===== config.mk =====
export PLATFORM = sky130hd
export DESIGN_NAME = wre_regs
export DESIGN_NICKNAME = d
export VERILOG_FILES = /design/src/rtl/wre_pkg.sv /design/src/rtl/wre_regs.sv
export SDC_FILE = /design/constraint.sdc
export NUM_CORES = 1
export LEC_CHECK = 0
export ABC_AREA = 1
export BUFFER_PORTS_ARGS = -buffer_cell sky130_fd_sc_hd__buf_2
export CORE_MARGIN = 3
export CORE_UTILIZATION = 38
export CTS_CLUSTER_SIZE = 8
export DETAILED_ROUTE_END_ITERATION = 8
export PLACE_DENSITY = 0.78
export REMOVE_ABC_BUFFERS = 1
export SYNTH_ARGS = -nofsm -noshare
export SYNTH_HDL_FRONTEND = slang
export SYNTH_SLANG_ARGS = --single-unit

===== constraint.sdc =====
create_clock -name clk_sys -period 1.9 [get_ports clk_sys]
set_input_delay 0.19 -clock clk_sys [delete_from_list [all_inputs] [get_ports clk_sys]]
set_output_delay 0.19 -clock clk_sys [all_outputs]
set_load 0.03 [all_outputs]

===== src/rtl/wre_pkg.sv =====
package wre_pkg;

  // ==========================================================
  // register offsets
  localparam logic [7:0] OFS_WD_CONFIG_B = 8'h1D;
  localparam logic [7:0] OFS_WATCHDOG_STATUS = 8'h1E;
  localparam logic [7:0] OFS_SOFTWARE_RESET_BIT = 8'h1F;
  localparam logic [7:0] OFS_TOP_EVENT = 8'h20;
  localparam logic [7:0] OFS_REG_RESET_EVENT = 8'h21;
  localparam logic [7:0] OFS_BUCK_EVENT = 8'h22;
  localparam logic [7:0] OFS_BOOST_EVENT = 8'h23;
  localparam logic [7:0] OFS_MONITOR_EVENT = 8'h24;

  // ==========================================================
  // reset values
  localparam logic [7:0] RST_WD_CONFIG_B = 8'h01;
  localparam logic [7:0] RST_ZERO = 8'h00;

  // ==========================================================
  // field positions, watchdog_config_b
  localparam int CFG_LOCK = 7;
  localparam int CFG_BLOCK_MODE = 4;
  localparam int CFG_FUSE_RELOAD = 3;
  localparam int CFG_PULLDOWN = 2;
  localparam int CFG_POLARITY = 1;
  localparam int CFG_OUT_TYPE = 0;

  // watchdog_status
  localparam int ST_FLAG_CLEAR = 4;
  localparam int ST_FLAG = 3;
  localparam int ST_CNT_CLEAR = 2;

  // software_reset_cmd
  localparam int SOFTWARE_RESET_BIT_POS = 0;

  // top_event_flags
  localparam int TOP_LOAD_MEAS = 7;
  localparam int TOP_MONITOR_SUM = 6;
  localparam int TOP_BOOST_SUM = 5;
  localparam int TOP_BUCK_SUM = 4;
  localparam int TOP_SYNC_CLK = 3;
  localparam int TOP_THERM_SD = 2;
  localparam int TOP_THERM_WARN = 1;
  localparam int TOP_OVP = 0;

  // bits that physically exist in each event register
  localparam logic [7:0] TOP_LATCH_MASK = 8'h8F;
  localparam logic [7:0] REG_RESET_MASK = 8'h01;
  localparam logic [7:0] BUCK_MASK_BITS = 8'h77;
  localparam logic [7:0] BOOST_MASK_BITS = 8'h07;
  localparam logic [7:0] MONITOR_MASK_BITS = 8'h15;

  // reset counter threshold encodings
  localparam logic [1:0] THR_DISABLED = 2'h0;
  localparam logic [2:0] THR_TARGET_1 = 3'h1;
  localparam logic [2:0] THR_TARGET_2 = 3'h2;
  localparam logic [2:0] THR_TARGET_4 = 3'h4;

  // ==========================================================
  // carriers
  typedef struct packed {
    logic [7:0] addr;
    logic [7:0] wdata;
    logic wr;
    logic rd;
  } wre_reg_req_t;

  // one-cycle pulses from the analog and measurement blocks
  typedef struct packed {
    logic load_measure_ready_event;
    logic thermal_shutdown_event;
    logic thermal_warning_event;
    logic input_overvoltage_event;
    logic buck_a_short_event;
    logic buck_b_short_event;
    logic boost_short_event;
    logic buck_a_power_good_event;
    logic buck_b_power_good_event;
    logic boost_power_good_event;
    logic buck_a_current_limit_event;
    logic buck_b_current_limit_event;
    logic boost_current_limit_event;
    logic analog_power_good_event;
    logic monitor_a_power_good_event;
    logic monitor_b_power_good_event;
  } wre_event_t;

  typedef struct packed {
    logic [7:0] top;
    logic [7:0] reg_reset;
    logic [7:0] buck;
    logic [7:0] boost;
    logic [7:0] monitor;
  } wre_masks_t;

endpackage


===== src/rtl/wre_regs.sv =====
`timescale 1ns/1ps
module wre_regs (
  input wire logic clk_sys,
  input wire logic reset_n,
  input wre_pkg::wre_reg_req_t reg_req,
  output logic [7:0] reg_rdata,
  input wre_pkg::wre_event_t events,
  input wre_pkg::wre_masks_t masks,
  input wire logic sync_clock_valid,
  input wire logic analog_supply_undervoltage,
  input wire logic [1:0] reset_counter_threshold,
  input wire logic watchdog_reset_pulse,
  input wire logic watchdog_reset_active,
  input wire logic restart_done,
  input wire logic [2:0] converter_enable_req,
  output logic [2:0] converter_enable,
  output logic watchdog_lock,
  output logic trigger_input_pulldown,
  output logic watchdog_reset_output,
  output logic watchdog_reset_output_oe_n,
  output logic system_restart_req,
  output logic fuse_reload_req,
  output logic startup_rerun,
  output logic thermal_warning_status_clear,
  output logic irq_n_out,
  output logic irq_n_oe_n
);

  // ==========================================================
  // helpers
  // set wins over a clear in the same cycle
  function automatic logic [7:0] w1c(input logic [7:0] cur, input logic [7:0] set,
                                     input logic [7:0] clr);
    w1c = set | (cur & ~clr);
  endfunction

  function automatic logic [2:0] thr_target(input logic [1:0] sel);
    case (sel)
      2'h1: thr_target = wre_pkg::THR_TARGET_1;
      2'h2: thr_target = wre_pkg::THR_TARGET_2;
      2'h3: thr_target = wre_pkg::THR_TARGET_4;
      default: thr_target = 3'h0;
    endcase
  endfunction

  // ==========================================================
  // decode
  logic wr_cfg, wr_status, wr_swrst, wr_top, wr_rre, wr_buck, wr_boost, wr_mon;
  assign wr_cfg = reg_req.wr && reg_req.addr == wre_pkg::OFS_WD_CONFIG_B;
  assign wr_status = reg_req.wr && reg_req.addr == wre_pkg::OFS_WATCHDOG_STATUS;
  assign wr_swrst = reg_req.wr && reg_req.addr == wre_pkg::OFS_SOFTWARE_RESET_BIT;
  assign wr_top = reg_req.wr && reg_req.addr == wre_pkg::OFS_TOP_EVENT;
  assign wr_rre = reg_req.wr && reg_req.addr == wre_pkg::OFS_REG_RESET_EVENT;
  assign wr_buck = reg_req.wr && reg_req.addr == wre_pkg::OFS_BUCK_EVENT;
  assign wr_boost = reg_req.wr && reg_req.addr == wre_pkg::OFS_BOOST_EVENT;
  assign wr_mon = reg_req.wr && reg_req.addr == wre_pkg::OFS_MONITOR_EVENT;

  // ==========================================================
  // software reset
  logic software_reset_bit_pending;
  logic soft_reset;

  always_ff @(posedge clk_sys or negedge reset_n) begin
    if (!reset_n) begin
      software_reset_bit_pending <= 1'b0;
    end else if (software_reset_bit_pending) begin
      software_reset_bit_pending <= 1'b0;
    end else begin
      software_reset_bit_pending <= wr_swrst && reg_req.wdata[wre_pkg::SOFTWARE_RESET_BIT_POS];
    end
  end

  // either cause takes the whole bank but rre_ev back to defaults
  assign soft_reset = software_reset_bit_pending || analog_supply_undervoltage;

  // ==========================================================
  // watchdog_config_b
  logic [7:0] cfg;

  always_ff @(posedge clk_sys or negedge reset_n) begin
    if (!reset_n) begin
      cfg <= wre_pkg::RST_WD_CONFIG_B;
    end else if (soft_reset) begin
      cfg <= wre_pkg::RST_WD_CONFIG_B;
    end else if (wr_cfg && !cfg[wre_pkg::CFG_LOCK]) begin
      // lock can only be raised; once up nothing here moves
      cfg <= {reg_req.wdata[7], 2'h0, reg_req.wdata[4:0]};
    end
  end

  assign watchdog_lock = cfg[wre_pkg::CFG_LOCK];
  assign trigger_input_pulldown = cfg[wre_pkg::CFG_PULLDOWN];

  // ==========================================================
  // watchdog reset output pin
  logic wdr_level;
  assign wdr_level = watchdog_reset_active ^ cfg[wre_pkg::CFG_POLARITY];

  always_comb begin
    if (cfg[wre_pkg::CFG_OUT_TYPE]) begin
      // open-drain: only pull low, let the pull-up make the high level
      watchdog_reset_output = 1'b0;
      watchdog_reset_output_oe_n = wdr_level;
    end else begin
      watchdog_reset_output = wdr_level;
      watchdog_reset_output_oe_n = 1'b0;
    end
  end

  // ==========================================================
  // watchdog status: reset counter and restart flag, outside the lock
  logic [2:0] reset_count;
  logic restart_flag;
  logic flag_clear_busy;
  logic cnt_clear_busy;
  logic restart_blocked;
  logic [2:0] next_count;
  logic restart_fire;

  assign restart_blocked = restart_flag && cfg[wre_pkg::CFG_BLOCK_MODE];

  always_comb begin
    next_count = reset_count;
    restart_fire = 1'b0;
    if (wr_status && reg_req.wdata[wre_pkg::ST_CNT_CLEAR]) begin
      next_count = 3'h0;
    end
    if (watchdog_reset_pulse && reset_counter_threshold != wre_pkg::THR_DISABLED) begin
      next_count = next_count + 3'h1;
      if (next_count >= thr_target(reset_counter_threshold)) begin
        next_count = 3'h0;
        restart_fire = !restart_blocked;
      end
    end
  end

  always_ff @(posedge clk_sys or negedge reset_n) begin
    if (!reset_n) begin
      reset_count <= 3'h0;
    end else if (soft_reset) begin
      reset_count <= 3'h0;
    end else begin
      reset_count <= next_count;
    end
  end

  // clear bits read one for the cycle after the write, then zero
  always_ff @(posedge clk_sys or negedge reset_n) begin
    if (!reset_n) begin
      flag_clear_busy <= 1'b0;
      cnt_clear_busy <= 1'b0;
    end else if (soft_reset) begin
      flag_clear_busy <= 1'b0;
      cnt_clear_busy <= 1'b0;
    end else begin
      flag_clear_busy <= wr_status && reg_req.wdata[wre_pkg::ST_FLAG_CLEAR];
      cnt_clear_busy <= wr_status && reg_req.wdata[wre_pkg::ST_CNT_CLEAR];
    end
  end

  always_ff @(posedge clk_sys or negedge reset_n) begin
    if (!reset_n) begin
      restart_flag <= 1'b0;
    end else if (soft_reset) begin
      restart_flag <= 1'b0;
    end else if (restart_done) begin
      restart_flag <= 1'b1;
    end else if (flag_clear_busy) begin
      restart_flag <= 1'b0;
    end
  end

  always_ff @(posedge clk_sys or negedge reset_n) begin
    if (!reset_n) begin
      system_restart_req <= 1'b0;
      fuse_reload_req <= 1'b0;
      startup_rerun <= 1'b0;
    end else begin
      system_restart_req <= restart_fire;
      fuse_reload_req <= (restart_fire && cfg[wre_pkg::CFG_FUSE_RELOAD]) || soft_reset;
      startup_rerun <= soft_reset;
    end
  end

  // ==========================================================
  // event registers
  logic [7:0] top_ev, rre_ev, buck_ev, boost_ev, mon_ev;
  logic sync_valid_q;
  logic [7:0] top_set, buck_set, boost_set, mon_set;
  logic [7:0] top_clr, rre_clr, buck_clr, boost_clr, mon_clr;
  logic [7:0] top_read;

  always_ff @(posedge clk_sys or negedge reset_n) begin
    if (!reset_n) begin
      sync_valid_q <= 1'b0;
    end else begin
      sync_valid_q <= sync_clock_valid;
    end
  end

  always_comb begin
    top_set = 8'h00;
    top_set[wre_pkg::TOP_LOAD_MEAS] = events.load_measure_ready_event;
    top_set[wre_pkg::TOP_SYNC_CLK] = sync_clock_valid ^ sync_valid_q;
    top_set[wre_pkg::TOP_THERM_SD] = events.thermal_shutdown_event;
    top_set[wre_pkg::TOP_THERM_WARN] = events.thermal_warning_event;
    top_set[wre_pkg::TOP_OVP] = events.input_overvoltage_event;
    buck_set = {1'b0, events.buck_b_power_good_event, events.buck_b_short_event,
                events.buck_b_current_limit_event, 1'b0, events.buck_a_power_good_event,
                events.buck_a_short_event, events.buck_a_current_limit_event};
    boost_set = {5'h00, events.boost_power_good_event, events.boost_short_event,
                 events.boost_current_limit_event};
    mon_set = {3'h0, events.monitor_b_power_good_event, 1'b0,
               events.monitor_a_power_good_event, 1'b0,
               events.analog_power_good_event};
  end

  assign top_clr = wr_top ? reg_req.wdata & wre_pkg::TOP_LATCH_MASK : 8'h00;
  assign rre_clr = wr_rre ? reg_req.wdata & wre_pkg::REG_RESET_MASK : 8'h00;
  assign buck_clr = wr_buck ? reg_req.wdata & wre_pkg::BUCK_MASK_BITS : 8'h00;
  assign boost_clr = wr_boost ? reg_req.wdata & wre_pkg::BOOST_MASK_BITS : 8'h00;
  assign mon_clr = wr_mon ? reg_req.wdata & wre_pkg::MONITOR_MASK_BITS : 8'h00;

  always_ff @(posedge clk_sys or negedge reset_n) begin
    if (!reset_n) begin
      top_ev <= wre_pkg::RST_ZERO;
      buck_ev <= wre_pkg::RST_ZERO;
      boost_ev <= wre_pkg::RST_ZERO;
      mon_ev <= wre_pkg::RST_ZERO;
    end else if (soft_reset) begin
      top_ev <= wre_pkg::RST_ZERO;
      buck_ev <= wre_pkg::RST_ZERO;
      boost_ev <= wre_pkg::RST_ZERO;
      mon_ev <= wre_pkg::RST_ZERO;
    end else begin
      top_ev <= w1c(top_ev, top_set, top_clr);
      buck_ev <= w1c(buck_ev, buck_set, buck_clr);
      boost_ev <= w1c(boost_ev, boost_set, boost_clr);
      mon_ev <= w1c(mon_ev, mon_set, mon_clr);
    end
  end

  // survives its own cause: it is the record that the bank was reset
  always_ff @(posedge clk_sys or negedge reset_n) begin
    if (!reset_n) begin
      rre_ev <= wre_pkg::RST_ZERO;
    end else begin
      rre_ev <= w1c(rre_ev, {7'h00, soft_reset}, rre_clr);
    end
  end

  // summaries are not stored, so they drop the cycle the source empties
  always_comb begin
    top_read = top_ev;
    top_read[wre_pkg::TOP_MONITOR_SUM] = |mon_ev;
    top_read[wre_pkg::TOP_BOOST_SUM] = |boost_ev;
    top_read[wre_pkg::TOP_BUCK_SUM] = |buck_ev;
  end

  // ==========================================================
  // converter gating and thermal side effects
  logic tsd_active;
  assign tsd_active = top_ev[wre_pkg::TOP_THERM_SD];

  always_ff @(posedge clk_sys or negedge reset_n) begin
    if (!reset_n) begin
      converter_enable <= 3'h0;
      thermal_warning_status_clear <= 1'b0;
    end else begin
      // held off during a bank reset so startup begins from off
      converter_enable <= (tsd_active || soft_reset) ? 3'h0 : converter_enable_req;
      thermal_warning_status_clear <= tsd_active
                                      && top_clr[wre_pkg::TOP_THERM_SD]
                                      && !top_set[wre_pkg::TOP_THERM_SD];
    end
  end

  // ==========================================================
  // interrupt pin, open-drain active low
  logic irq;

  always_ff @(posedge clk_sys or negedge reset_n) begin
    if (!reset_n) begin
      irq <= 1'b0;
    end else begin
      irq <= |(top_ev & wre_pkg::TOP_LATCH_MASK & ~masks.top)
             | |(rre_ev & ~masks.reg_reset)
             | |(buck_ev & ~masks.buck)
             | |(boost_ev & ~masks.boost)
             | |(mon_ev & ~masks.monitor);
    end
  end

  assign irq_n_out = 1'b0;
  assign irq_n_oe_n = !irq;

  // ==========================================================
  // read port
  always_ff @(posedge clk_sys or negedge reset_n) begin
    if (!reset_n) begin
      reg_rdata <= 8'h00;
    end else if (reg_req.rd) begin
      case (reg_req.addr)
        wre_pkg::OFS_WD_CONFIG_B: reg_rdata <= cfg;
        wre_pkg::OFS_WATCHDOG_STATUS: reg_rdata <= {3'h0, flag_clear_busy, restart_flag,
                                              cnt_clear_busy, reset_count[1:0]};
        wre_pkg::OFS_SOFTWARE_RESET_BIT: reg_rdata <= {7'h00, software_reset_bit_pending};
        wre_pkg::OFS_TOP_EVENT: reg_rdata <= top_read;
        wre_pkg::OFS_REG_RESET_EVENT: reg_rdata <= rre_ev;
        wre_pkg::OFS_BUCK_EVENT: reg_rdata <= buck_ev;
        wre_pkg::OFS_BOOST_EVENT: reg_rdata <= boost_ev;
        wre_pkg::OFS_MONITOR_EVENT: reg_rdata <= mon_ev;
        default: reg_rdata <= 8'h00;
      endcase
    end
  end

endmodule


==> impl_metrics.tcl, run 1 <==
set metrics [dict create \
    drv_cap 0 \
    vias_per_cell 5.045 \
    cp.required_ps 2140 \
    start_util 0.4052 \
    drive_gt1_frac 0.3326 \
    vias 2694 \
    row_count 29 \
    cpPeakStageDelay_ps 210 \
    finalCritPeriodShare 0.9638 \
    hold_viol_final 47 \
    yosysUniqueCellTypes 32 \
    setup_viol 0 \
    worstSetupStartpointType "input pin" \
    coreArea_sq_mm 0.006531 \
    cp_top_family "simple AND/OR/NAND/NOR gates" \
    cts_tree "done" \
    worstPathCellList "buf_6 > inv_2 > nand2_2 > nor2_4 > nand4_4 > and2_4 > ha_4 > inv_2 > nand3_2 > nand2_2 > ha_4 > a21oi_2 > o211ai_1 > nand2_1 > nand2_1 > a21oi_2 > nand2_1 > inv_1" \
    netlist_area_sq_mm 0.002646 \
    wirelength_microns 7503 \
    synth_seq_area_share 0.4544 \
    antenna_found_initial 0 \
    crit_arrival_ps 2070 \
    cts_made_buffers 5 \
    cts_sinks 48 \
    yosysWarningCount 0 \
    grt_use_total 0.1940 \
    dp_hpwl_microns 5869 \
    cts_root_buf "clkbuf_8" \
    layout_commonest_cell "nand2_1" \
    worst_pin_slew_ps 603.8 \
    clkTransAtPathRegs_ps 90 \
    path_common_cell "nand2_1" \
    nNetsFinal 547 \
    place.gp.congestion 0.8738 \
    io_pins 107 \
    fin_cells 534 \
    clock_skew_ps 10.12 \
    failed_checks "negative hold slack" \
    max_clock_freq_mhz 546.1 \
    p_leak_uw 0.001886 \
    die_h_microns 89.45 \
    n_antenna_cell 0 \
    holdWs_ps -24.03 \
    area_growth_pct 29.83 \
    cp_slowest_cell "ha_4" \
    syn_avg_cell_area_sq_um 7.539 \
    finalSetupTns_ps 0 \
    fill_cells 625 \
    critical_path_peak_fanout 3 \
    period_needed_ps 1831 \
    fp.dieW_microns 89.45 \
    drc 0 \
    ys_ff_latch 48 \
    max_slew_margin 0.5975 \
    slew_violations 0 \
    clk_path_buf_depth 2 \
    wire_per_inst_microns 14.05 \
    grt_pass1_vias 2637 \
    firstDrtPassIters 4 \
    overflow 0 \
    mostFrequentLayoutCells "nand2_1, buf_2, dfrtp_1, inv_1, nor2_1" \
    insertion_delay_ps 300 \
    crit_buf_inv 4 \
    port_buffers 83 \
    grt_max_degree 49 \
    place_ws_ps -395.9 \
    ant_nets 0 \
    status "complete, but fails checks" \
    drtIter0Drc 310 \
    grt_pass1_wl_microns 11850 \
    place_inst 522 \
    syn_inst 351 \
    peakVddDrop_mv 0.2692 \
    min_path_type "input pin to async pin" \
    die-area_sq_mm 0.008001 \
    placed_area_sq_mm 0.003251 \
    critical_path_class "input pin to flop" \
    design_area_sq_mm 0.003436 \
    h-tree-depth 2 \
    rsz0062_at_grt "yes" \
    p_per_area_mw_per_mm2 613.1 \
    end_kind "flop" \
    fin_ws_ps 68.70 \
]
-- sequential cells by signal (all words and copies together), names as in the netlist, 3 cells and up --
signal,count
mon_ev,3
boost_ev,3
cfg,6
reg_rdata,8
converter_enable,3
buck_ev,6
top_ev,5
reset_count,3
-- cell type report --
cell class / instances / area, sq um / area share
clock inverters: 1 / 5.005 / 0.001457
clock buffers: 6 / 72.57 / 0.02112
inverters: 52 / 195.2 / 0.05681
well taps: 77 / 96.34 / 0.02804
flip-flops and latches: 48 / 1202 / 0.3500
repair buffers: 106 / 600.6 / 0.1748
multi-input cells: 244 / 1264 / 0.3678
-- logic make-up after synthesis --
logic type | share of synthesized area
AND/OR/NAND/NOR | 0.3262
flip-flops | 0.4544
XOR/XNOR | 0.006621
buffers and inverters | 0.08983
other | 0.001417
adder cells (fa/ha/maj) | 0.01891
AO/OA/AOI/OAI | 0.1026
-- synth_stat cells --
cell,count,area (sq um)
clkbuf_1,3,11.26
dfstp_2,1,26.28
nor3_4,1,16.27
nand4_4,1,21.27
xnor2_1,2,17.52
conb_1,1,3.750
a31oi_1,1,6.260
buf_6,1,11.26
nand3_1,30,150.1
o22ai_1,6,37.54
nor4_1,2,12.51
buf_4,2,15.01
nor3_1,8,40.04
o21bai_1,1,7.510
inv_2,4,15.01
nor2_4,6,67.56
o21ai_0,10,50.05
ha_1,4,50.05
o21a_1,1,7.510
a21oi_1,24,120.1
nand2_2,7,43.79
buf_2,1,5.000
dfrtp_1,47,1176
o221ai_1,1,8.760
o21ai_1,2,10.01
o211ai_1,2,15.01
inv_1,48,180.2
and2_1,1,6.260
a21oi_2,1,8.760
nor2_2,4,25.02
nor2_1,41,153.9
nand2_1,87,326.6
-- routing by layer --
metal | share of wire | vias to the layer above | track usage
met2 | 0.47 | 104 | 0.3101
li1 | - | 1323 | -
met3 | 0.076 | 14 | 0.04332
met1 | 0.43 | 1253 | 0.2644
met4 | 0.015 | 0 | 0.05548
met5 | 0 | - | 0
-- metrics by stage --
| stage | utilization | total power [uW] |
|---|---|---|
| finish | 0.5261 | 2106 |
| CTS | 0.5140 | 2086 |
| detailed placement | 0.4977 | 1507 |
| global placement | 0.4977 | 1493 |
| floorplan | - | 1305 |
| global route | 0.5261 | 2211 |
-- worst reg2reg max path: cells and delay by family (launching register included) --
kind                       cells  cell delay, ps
and+or+nand+nor                6             580
adders and majority gates      2             370
buffers and inverters          2              90
AOI/OAI and AO/OA              3             340
DFF                            1             390
-- where the power goes --
part | total (uW) | switching, uW | internal (uW)
Combinational | 422 | 247 | 175
Clock | 583 | 332 | 251
Sequential | 1100 | 35.8 | 1070
-- worst paths after layout --
check,endpoint,depth (start not counted),slack [ps],from
worst min register to register,reg_rdata[7]$_DFFE_PN0P_,2,480,reg_rdata[7]$_DFFE_PN0P_
worst min-delay path,fuse_reload_req$_DFF_PN0_,2,-20,reset_n
min in group clk_sys,sync_valid_q$_DFF_PN0_,1,10,sync_clock_valid
worst max register to register,reset_count[2]$_DFF_PN0_,13,80,reset_count[1]$_DFF_PN0_
worst max-delay path,reset_count[2]$_DFF_PN0_,18,70,reg_req[17]
max in group asynchronous,cfg[1]$_DFFE_PN0P_,2,1520,reset_n
-- timing repair --
item / 4_1_cts / 5_1_grt
endpoints found under the setup margin: 4 / 5
gates resized for setup: 7 / 11
setup buffers: 0 / 5
hold buffers: 0 / 0
pin swaps: 8 / 17
Power figures use the tool's default switching activity.
==> inputs of run 2 (changes only) <==
Settings changed: BUFFER_PORTS_ARGS -buffer_cell sky130_fd_sc_hd__buf_2 to -buffer_cell sky130_fd_sc_hd__buf_4.
==> run 2 against run 1 <==
The run ends with negative setup slack left. Critical path depth is the same. Fmax shrank 4.7%. Die area is the same. Combinational power grew 13%. Non-clock buffer count grew 2. Clock skew shrank 5.6 ps. Register-to-register slack lost 80 ps. Wire length grew 2.1%. Clock power grew 9.1%. Worst hold slack gained 130 ps. Largest power group unchanged.
==> impl_metrics.tcl, run 2 (same netlist as run 1, synthesis figures left out) <==
set metrics [dict create \
    status "complete, but fails checks" \
    failed_checks "negative setup slack" \
    cts_made_buffers 5 \
    wire_per_inst_microns 14.26 \
    cp_top_family "simple AND/OR/NAND/NOR gates" \
    clkTransAtPathRegs_ps 90 \
    period_needed_ps 1922 \
    area_growth_pct 39.53 \
    n_antenna_cell 0 \
    critical_path_peak_fanout 3 \
    critical_path_class "input pin to flop" \
    die-area_sq_mm 0.008001 \
    place.gp.congestion 0.8856 \
    end_kind "flop" \
    io_pins 107 \
    slew_violations 0 \
    worstHoldEndpoint "converter_enable[0]$_DFF_PN0_" \
    finalSetupTns_ps -21.72 \
    drc 0 \
    cp.required_ps 2140 \
    reg_top3 "reg_rdata x8, buck_ev x6, cfg x6" \
    mostFrequentLayoutCells "buf_4, nand2_1, dfrtp_1, inv_1, nor2_1" \
    fill_cells 600 \
    rr_worst_depth 13 \
    fin_ws_ps -21.72 \
    dp_hpwl_microns 5938 \
    worstSetupStartpointType "input pin" \
    drv_cap 0 \
    holdPathStages 3 \
    coreArea_sq_mm 0.006531 \
    path_common_cell "nand2_1" \
    clk_path_buf_depth 2 \
    r2r-end "reset_count[2]$_DFF_PN0_" \
    rsz0062_at_grt "yes" \
    largest_reg_flops 8 \
    fp.dieW_microns 89.45 \
    nNetsFinal 549 \
    ant_nets 0 \
    holdWs_ps 101.5 \
    fin_util 0.5653 \
    wirelength_microns 7660 \
    crit_buf_inv 4 \
    antenna_found_initial 0 \
    die_h_microns 89.45 \
    layout_commonest_cell "buf_4" \
    p_per_area_mw_per_mm2 599.7 \
    grt_pass1_vias 2559 \
    h-tree-depth 2 \
    grt_pass1_wl_microns 12050 \
    cts_tree "done" \
    port_buffers 83 \
    firstDrtPassIters 4 \
    p_leak_uw 0.001963 \
    cts_root_buf "clkbuf_8" \
    cp_slowest_cell "ha_4" \
    clock_skew_ps 4.570 \
    r2r_slack_ps 0 \
    setup_viol 1 \
    min_path_type "input pin to flop" \
    drive_gt1_frac 0.3283 \
    cts_sinks 48 \
    max_clock_freq_mhz 520.4 \
    start_util 0.4052 \
    hold_viol_final 0 \
    worstPathCellList "buf_6 > inv_2 > nand2_4 > nor2_4 > nand4_4 > and2_4 > ha_4 > inv_2 > nand3_4 > nand2_4 > ha_4 > a21oi_2 > o211ai_1 > nand2_1 > nand2_1 > a21oi_1 > nand2_1 > inv_1" \
    worst_pin_slew_ps 605.1 \
    total_power_uw 2214 \
    cpPeakStageDelay_ps 210 \
    vias_per_cell 4.955 \
    peakVddDrop_mv 0.2996 \
    grt_max_degree 49 \
    vias 2661 \
    insertion_delay_ps 290 \
    row_count 29 \
    min_from "converter_enable_req[0]" \
    crit_arrival_ps 2160 \
    finalCritPeriodShare 1.011 \
    worstReg2RegStart "reset_count[1]$_DFF_PN0_" \
    overflow 0 \
    max_slew_margin 0.5966 \
    grt_use_total 0.1962 \
    drtIter0Drc 259 \
    largest_register "reg_rdata" \
]
==> run 2: final cells by class <==
cell class | count | area, sq um | area share
Sequential cell | 48 | 1202 | 0.3257
Clock buffer | 7 | 86.33 | 0.02338
Multi-Input combinational cell | 244 | 1281 | 0.3470
Clock inverter | 1 | 7.507 | 0.002033
Inverter | 52 | 195.2 | 0.05286
Tap cell | 77 | 96.34 | 0.02609
Timing Repair Buffer | 108 | 823.3 | 0.2230
==> run 2: timing repair <==
item,in CTS,in global routing
setup endpoints to repair,4,5
resized for setup,7,13
pin swaps,8,16
hold buffers,1,1
endpoints found under the hold margin,47,1
buffers inserted,0,6
==> run 2: report_power, final <==
group / switching [uW] / internal, uW / leakage [uW]
Clock: 339 / 296 / 0.0000445
Combinational: 250 / 226 / 0.00130
Sequential: 37.4 / 1070 / 0.000618
==> run 2: worst max path at each step <==
| stage | start | end | slack (ps) | depth (start not counted) |
|---|---|---|---|---|
| final | reg_req[17] | reset_count[2]$_DFF_PN0_ | -20 | 18 |
| after global routing | reg_req[17] | reset_count[2]$_DFF_PN0_ | -160 | 18 |
| after CTS | reg_req[10] | reset_count[2]$_DFF_PN0_ | 6 | 18 |
| after detailed placement | reg_req[10] | reset_count[1]$_DFF_PN0_ | -400 | 16 |
| after global placement | reg_req[10] | reset_count[2]$_DFF_PN0_ | -270 | 18 |
| after floorplan | reg_req[15] | reset_count[2]$_DFF_PN0_ | -200 | 17 |
==> run 2: layer usage <==
layer / vias to the layer above / global-route usage / routed length, microns
met5: - / 0 / 0
met4: 0 / 0.04060 / 23
met3: 2 / 0.03687 / 543
met2: 106 / 0.3182 / 3715
met1: 1223 / 0.2744 / 3376
li1: 1330 / - / -
==> run 2: metrics by stage <==
stage                     instances  setup slack (ps)  cell area [sq um]
after CTS                       530             6.175               3586
after floorplan                 344            -199.9               2604
final                           537            -21.72               3692
after global routing            537            -162.6               3692
after detailed placement        521            -396.0               3451
after global placement          521            -269.1               3451
==> run 2: worst register-to-register path, cell delays in order, from the launching register on <==
cell,delay (ps)
dfrtp_1,380
and2_4,150
ha_4,170
inv_2,60
nand3_4,70
nand2_4,90
ha_4,210
a21oi_2,120
o211ai_1,130
nand2_1,130
nand2_1,70
a21oi_1,110
nand2_1,70
inv_1,60
==> inputs of run 3 (changes only) <==
Settings changed: SKIP_LAST_GASP set to 1.
==> run 3 against run 2 <==
The flow still finishes with violations (negative setup slack). Worst hold slack did not move. Critical endpoint unchanged. Highest routed layer unchanged. Global-route usage stayed put. Cell area stayed put.
==> impl_metrics.tcl, run 3 (same netlist as run 1, synthesis figures left out) <==
set metrics [dict create \
    cts_sinks 48 \
    hold_viol_final 0 \
    clock_skew_ps 4.570 \
    cpPeakStageDelay_ps 210 \
    critical_path_peak_fanout 3 \
    met2_length_microns 3715 \
    fin_ws_ps -21.72 \
    cts_made_buffers 5 \
    n_antenna_cell 0 \
    worstHoldEndpoint "converter_enable[0]$_DFF_PN0_" \
    grt_pass1_vias 2559 \
    start_util 0.4052 \
    max_slew_margin 0.5966 \
    cp_slowest_cell "ha_4" \
    pwr-share-seq 0.498 \
    coreArea_sq_mm 0.006531 \
    grt_pass1_wl_microns 12050 \
    mostFrequentLayoutCells "buf_4, nand2_1, dfrtp_1, inv_1, nor2_1" \
    r2r_slack_ps 0 \
    wirelength_microns 7660 \
    rsz0062_at_grt "yes" \
    power.share.switching 0.2830 \
    firstDrtPassIters 4 \
    drive_gt1_frac 0.3283 \
    vias 2661 \
    drv_cap 0 \
    clk_path_buf_depth 2 \
    intPower_uw 1588 \
    ant_nets 0 \
    wire_per_inst_microns 14.26 \
    peakVddDrop_mv 0.2996 \
    largest_register "reg_rdata" \
    dp_hpwl_microns 5938 \
    power.switching_uw 626.5 \
    r2r-end "reset_count[2]$_DFF_PN0_" \
    highest_layer "met4" \
    rr_worst_depth 13 \
    setup_viol 1 \
    end_kind "flop" \
    io_pins 107 \
    cp.required_ps 2140 \
    grt_use_total 0.1962 \
    wl_met3_microns 543 \
    vias_per_cell 4.955 \
    place.gp.congestion 0.8856 \
    antenna_found_initial 0 \
    fp.dieW_microns 89.45 \
    largest_reg_flops 8 \
    drtIter0Drc 259 \
    p_comb_frac 0.215 \
    insertion_delay_ps 290 \
    h-tree-depth 2 \
    port_buffers 83 \
    clkTransAtPathRegs_ps 90 \
    crit_arrival_ps 2160 \
    min_from "converter_enable_req[0]" \
    holdPathStages 3 \
    max_clock_freq_mhz 520.4 \
    period_needed_ps 1922 \
    placed_area_sq_mm 0.003451 \
    worstPathCellList "buf_6 > inv_2 > nand2_4 > nor2_4 > nand4_4 > and2_4 > ha_4 > inv_2 > nand3_4 > nand2_4 > ha_4 > a21oi_2 > o211ai_1 > nand2_1 > nand2_1 > a21oi_1 > nand2_1 > inv_1" \
    reg_top3 "reg_rdata x8, buck_ev x6, cfg x6" \
    cts_tree "done" \
    crit_buf_inv 4 \
    row_count 29 \
    p_per_area_mw_per_mm2 599.7 \
    place_ws_ps -396.0 \
    finalCritPeriodShare 1.011 \
    worstSetupStartpointType "input pin" \
    layout_commonest_cell "buf_4" \
    nNetsFinal 549 \
    die-area_sq_mm 0.008001 \
    critical_path_class "input pin to flop" \
    p_leak_uw 0.001963 \
    grt_max_degree 49 \
    path_common_cell "nand2_1" \
    wl_met1_microns 3376 \
    cts_root_buf "clkbuf_8" \
    worstReg2RegStart "reset_count[1]$_DFF_PN0_" \
    failed_checks "negative setup slack" \
    design_area_sq_mm 0.003692 \
    clock_power_share 0.287 \
    die_h_microns 89.45 \
    min_path_type "input pin to flop" \
    slew_violations 0 \
    overflow 0 \
    area_growth_pct 39.53 \
    drc 0 \
    worst_pin_slew_ps 605.1 \
    status "complete, but fails checks" \
    cp_top_family "simple AND/OR/NAND/NOR gates" \
]
==> run 3: worst register-to-register path, cell delays in order (launching register included) <==
cell,delay (ps)
dfrtp_1,380
and2_4,150
ha_4,170
inv_2,60
nand3_4,70
nand2_4,90
ha_4,210
a21oi_2,120
o211ai_1,130
nand2_1,130
nand2_1,70
a21oi_1,110
nand2_1,70
inv_1,60
==> run 3: power by group through the flow <==
stage / Sequential (uW) / Combinational, uW / Clock, uW
2_1_floorplan: 1130 / 175 / 0
4_1_cts: 1100 / 437 / 649
3_3_place_gp: 1120 / 416 / 0
6_report: 1100 / 475 / 636
5_1_grt: 1110 / 525 / 694
3_5_place_dp: 1120 / 426 / 0
==> run 3: repair_timing <==
item | CTS | global route
endpoints found under the hold margin | 47 | 1
resized for setup | 7 | 13
endpoints found under the setup margin | 4 | 5
buffers inserted | 0 | 6
pin swaps | 8 | 16
hold buffers | 1 | 1
==> run 3: how the worst max path moves through the flow <==
stage	depth (start not counted)	slack [ps]	from	endpoint
finish	18	-20	reg_req[17]	reset_count[2]$_DFF_PN0_
global route	18	-160	reg_req[17]	reset_count[2]$_DFF_PN0_
CTS	18	6	reg_req[10]	reset_count[2]$_DFF_PN0_
detailed placement	16	-400	reg_req[10]	reset_count[1]$_DFF_PN0_
global placement	18	-270	reg_req[10]	reset_count[2]$_DFF_PN0_
floorplan	17	-200	reg_req[15]	reset_count[2]$_DFF_PN0_
==> run 3: area by class of cell <==
class | count | area, sq um
clock buffers | 7 | 86.33
clock inverters | 1 | 7.507
fillers | 600 | 2839
inverters | 52 | 195.2
multi-input cells | 244 | 1281
flip-flops and latches | 48 | 1202
well taps | 77 | 96.34
repair buffers | 108 | 823.3
==> run 3: layer usage <==
metal	vias up	track usage
li1	1330	-
met2	106	0.3182
met3	2	0.03687
met4	0	0.04060
met1	1223	0.2744
met5	-	0
==> run 3: metrics by stage <==
| stage | setup TNS (ps) | std cells | power [uW] | hold WS (ps) | utilization |
|---|---|---|---|---|---|
| after detailed placement | -1780 | 521 | 1548 | 241.7 | 0.5284 |
| after floorplan | -821.9 | 344 | 1305 | -105.6 | - |
| after global placement | -1194 | 521 | 1536 | 236.3 | 0.5284 |
| after CTS | 0 | 530 | 2189 | 5.546 | 0.5490 |
| final | -21.72 | 537 | 2214 | 101.5 | 0.5653 |
| after global routing | -511.5 | 537 | 2328 | 92.51 | 0.5653 |
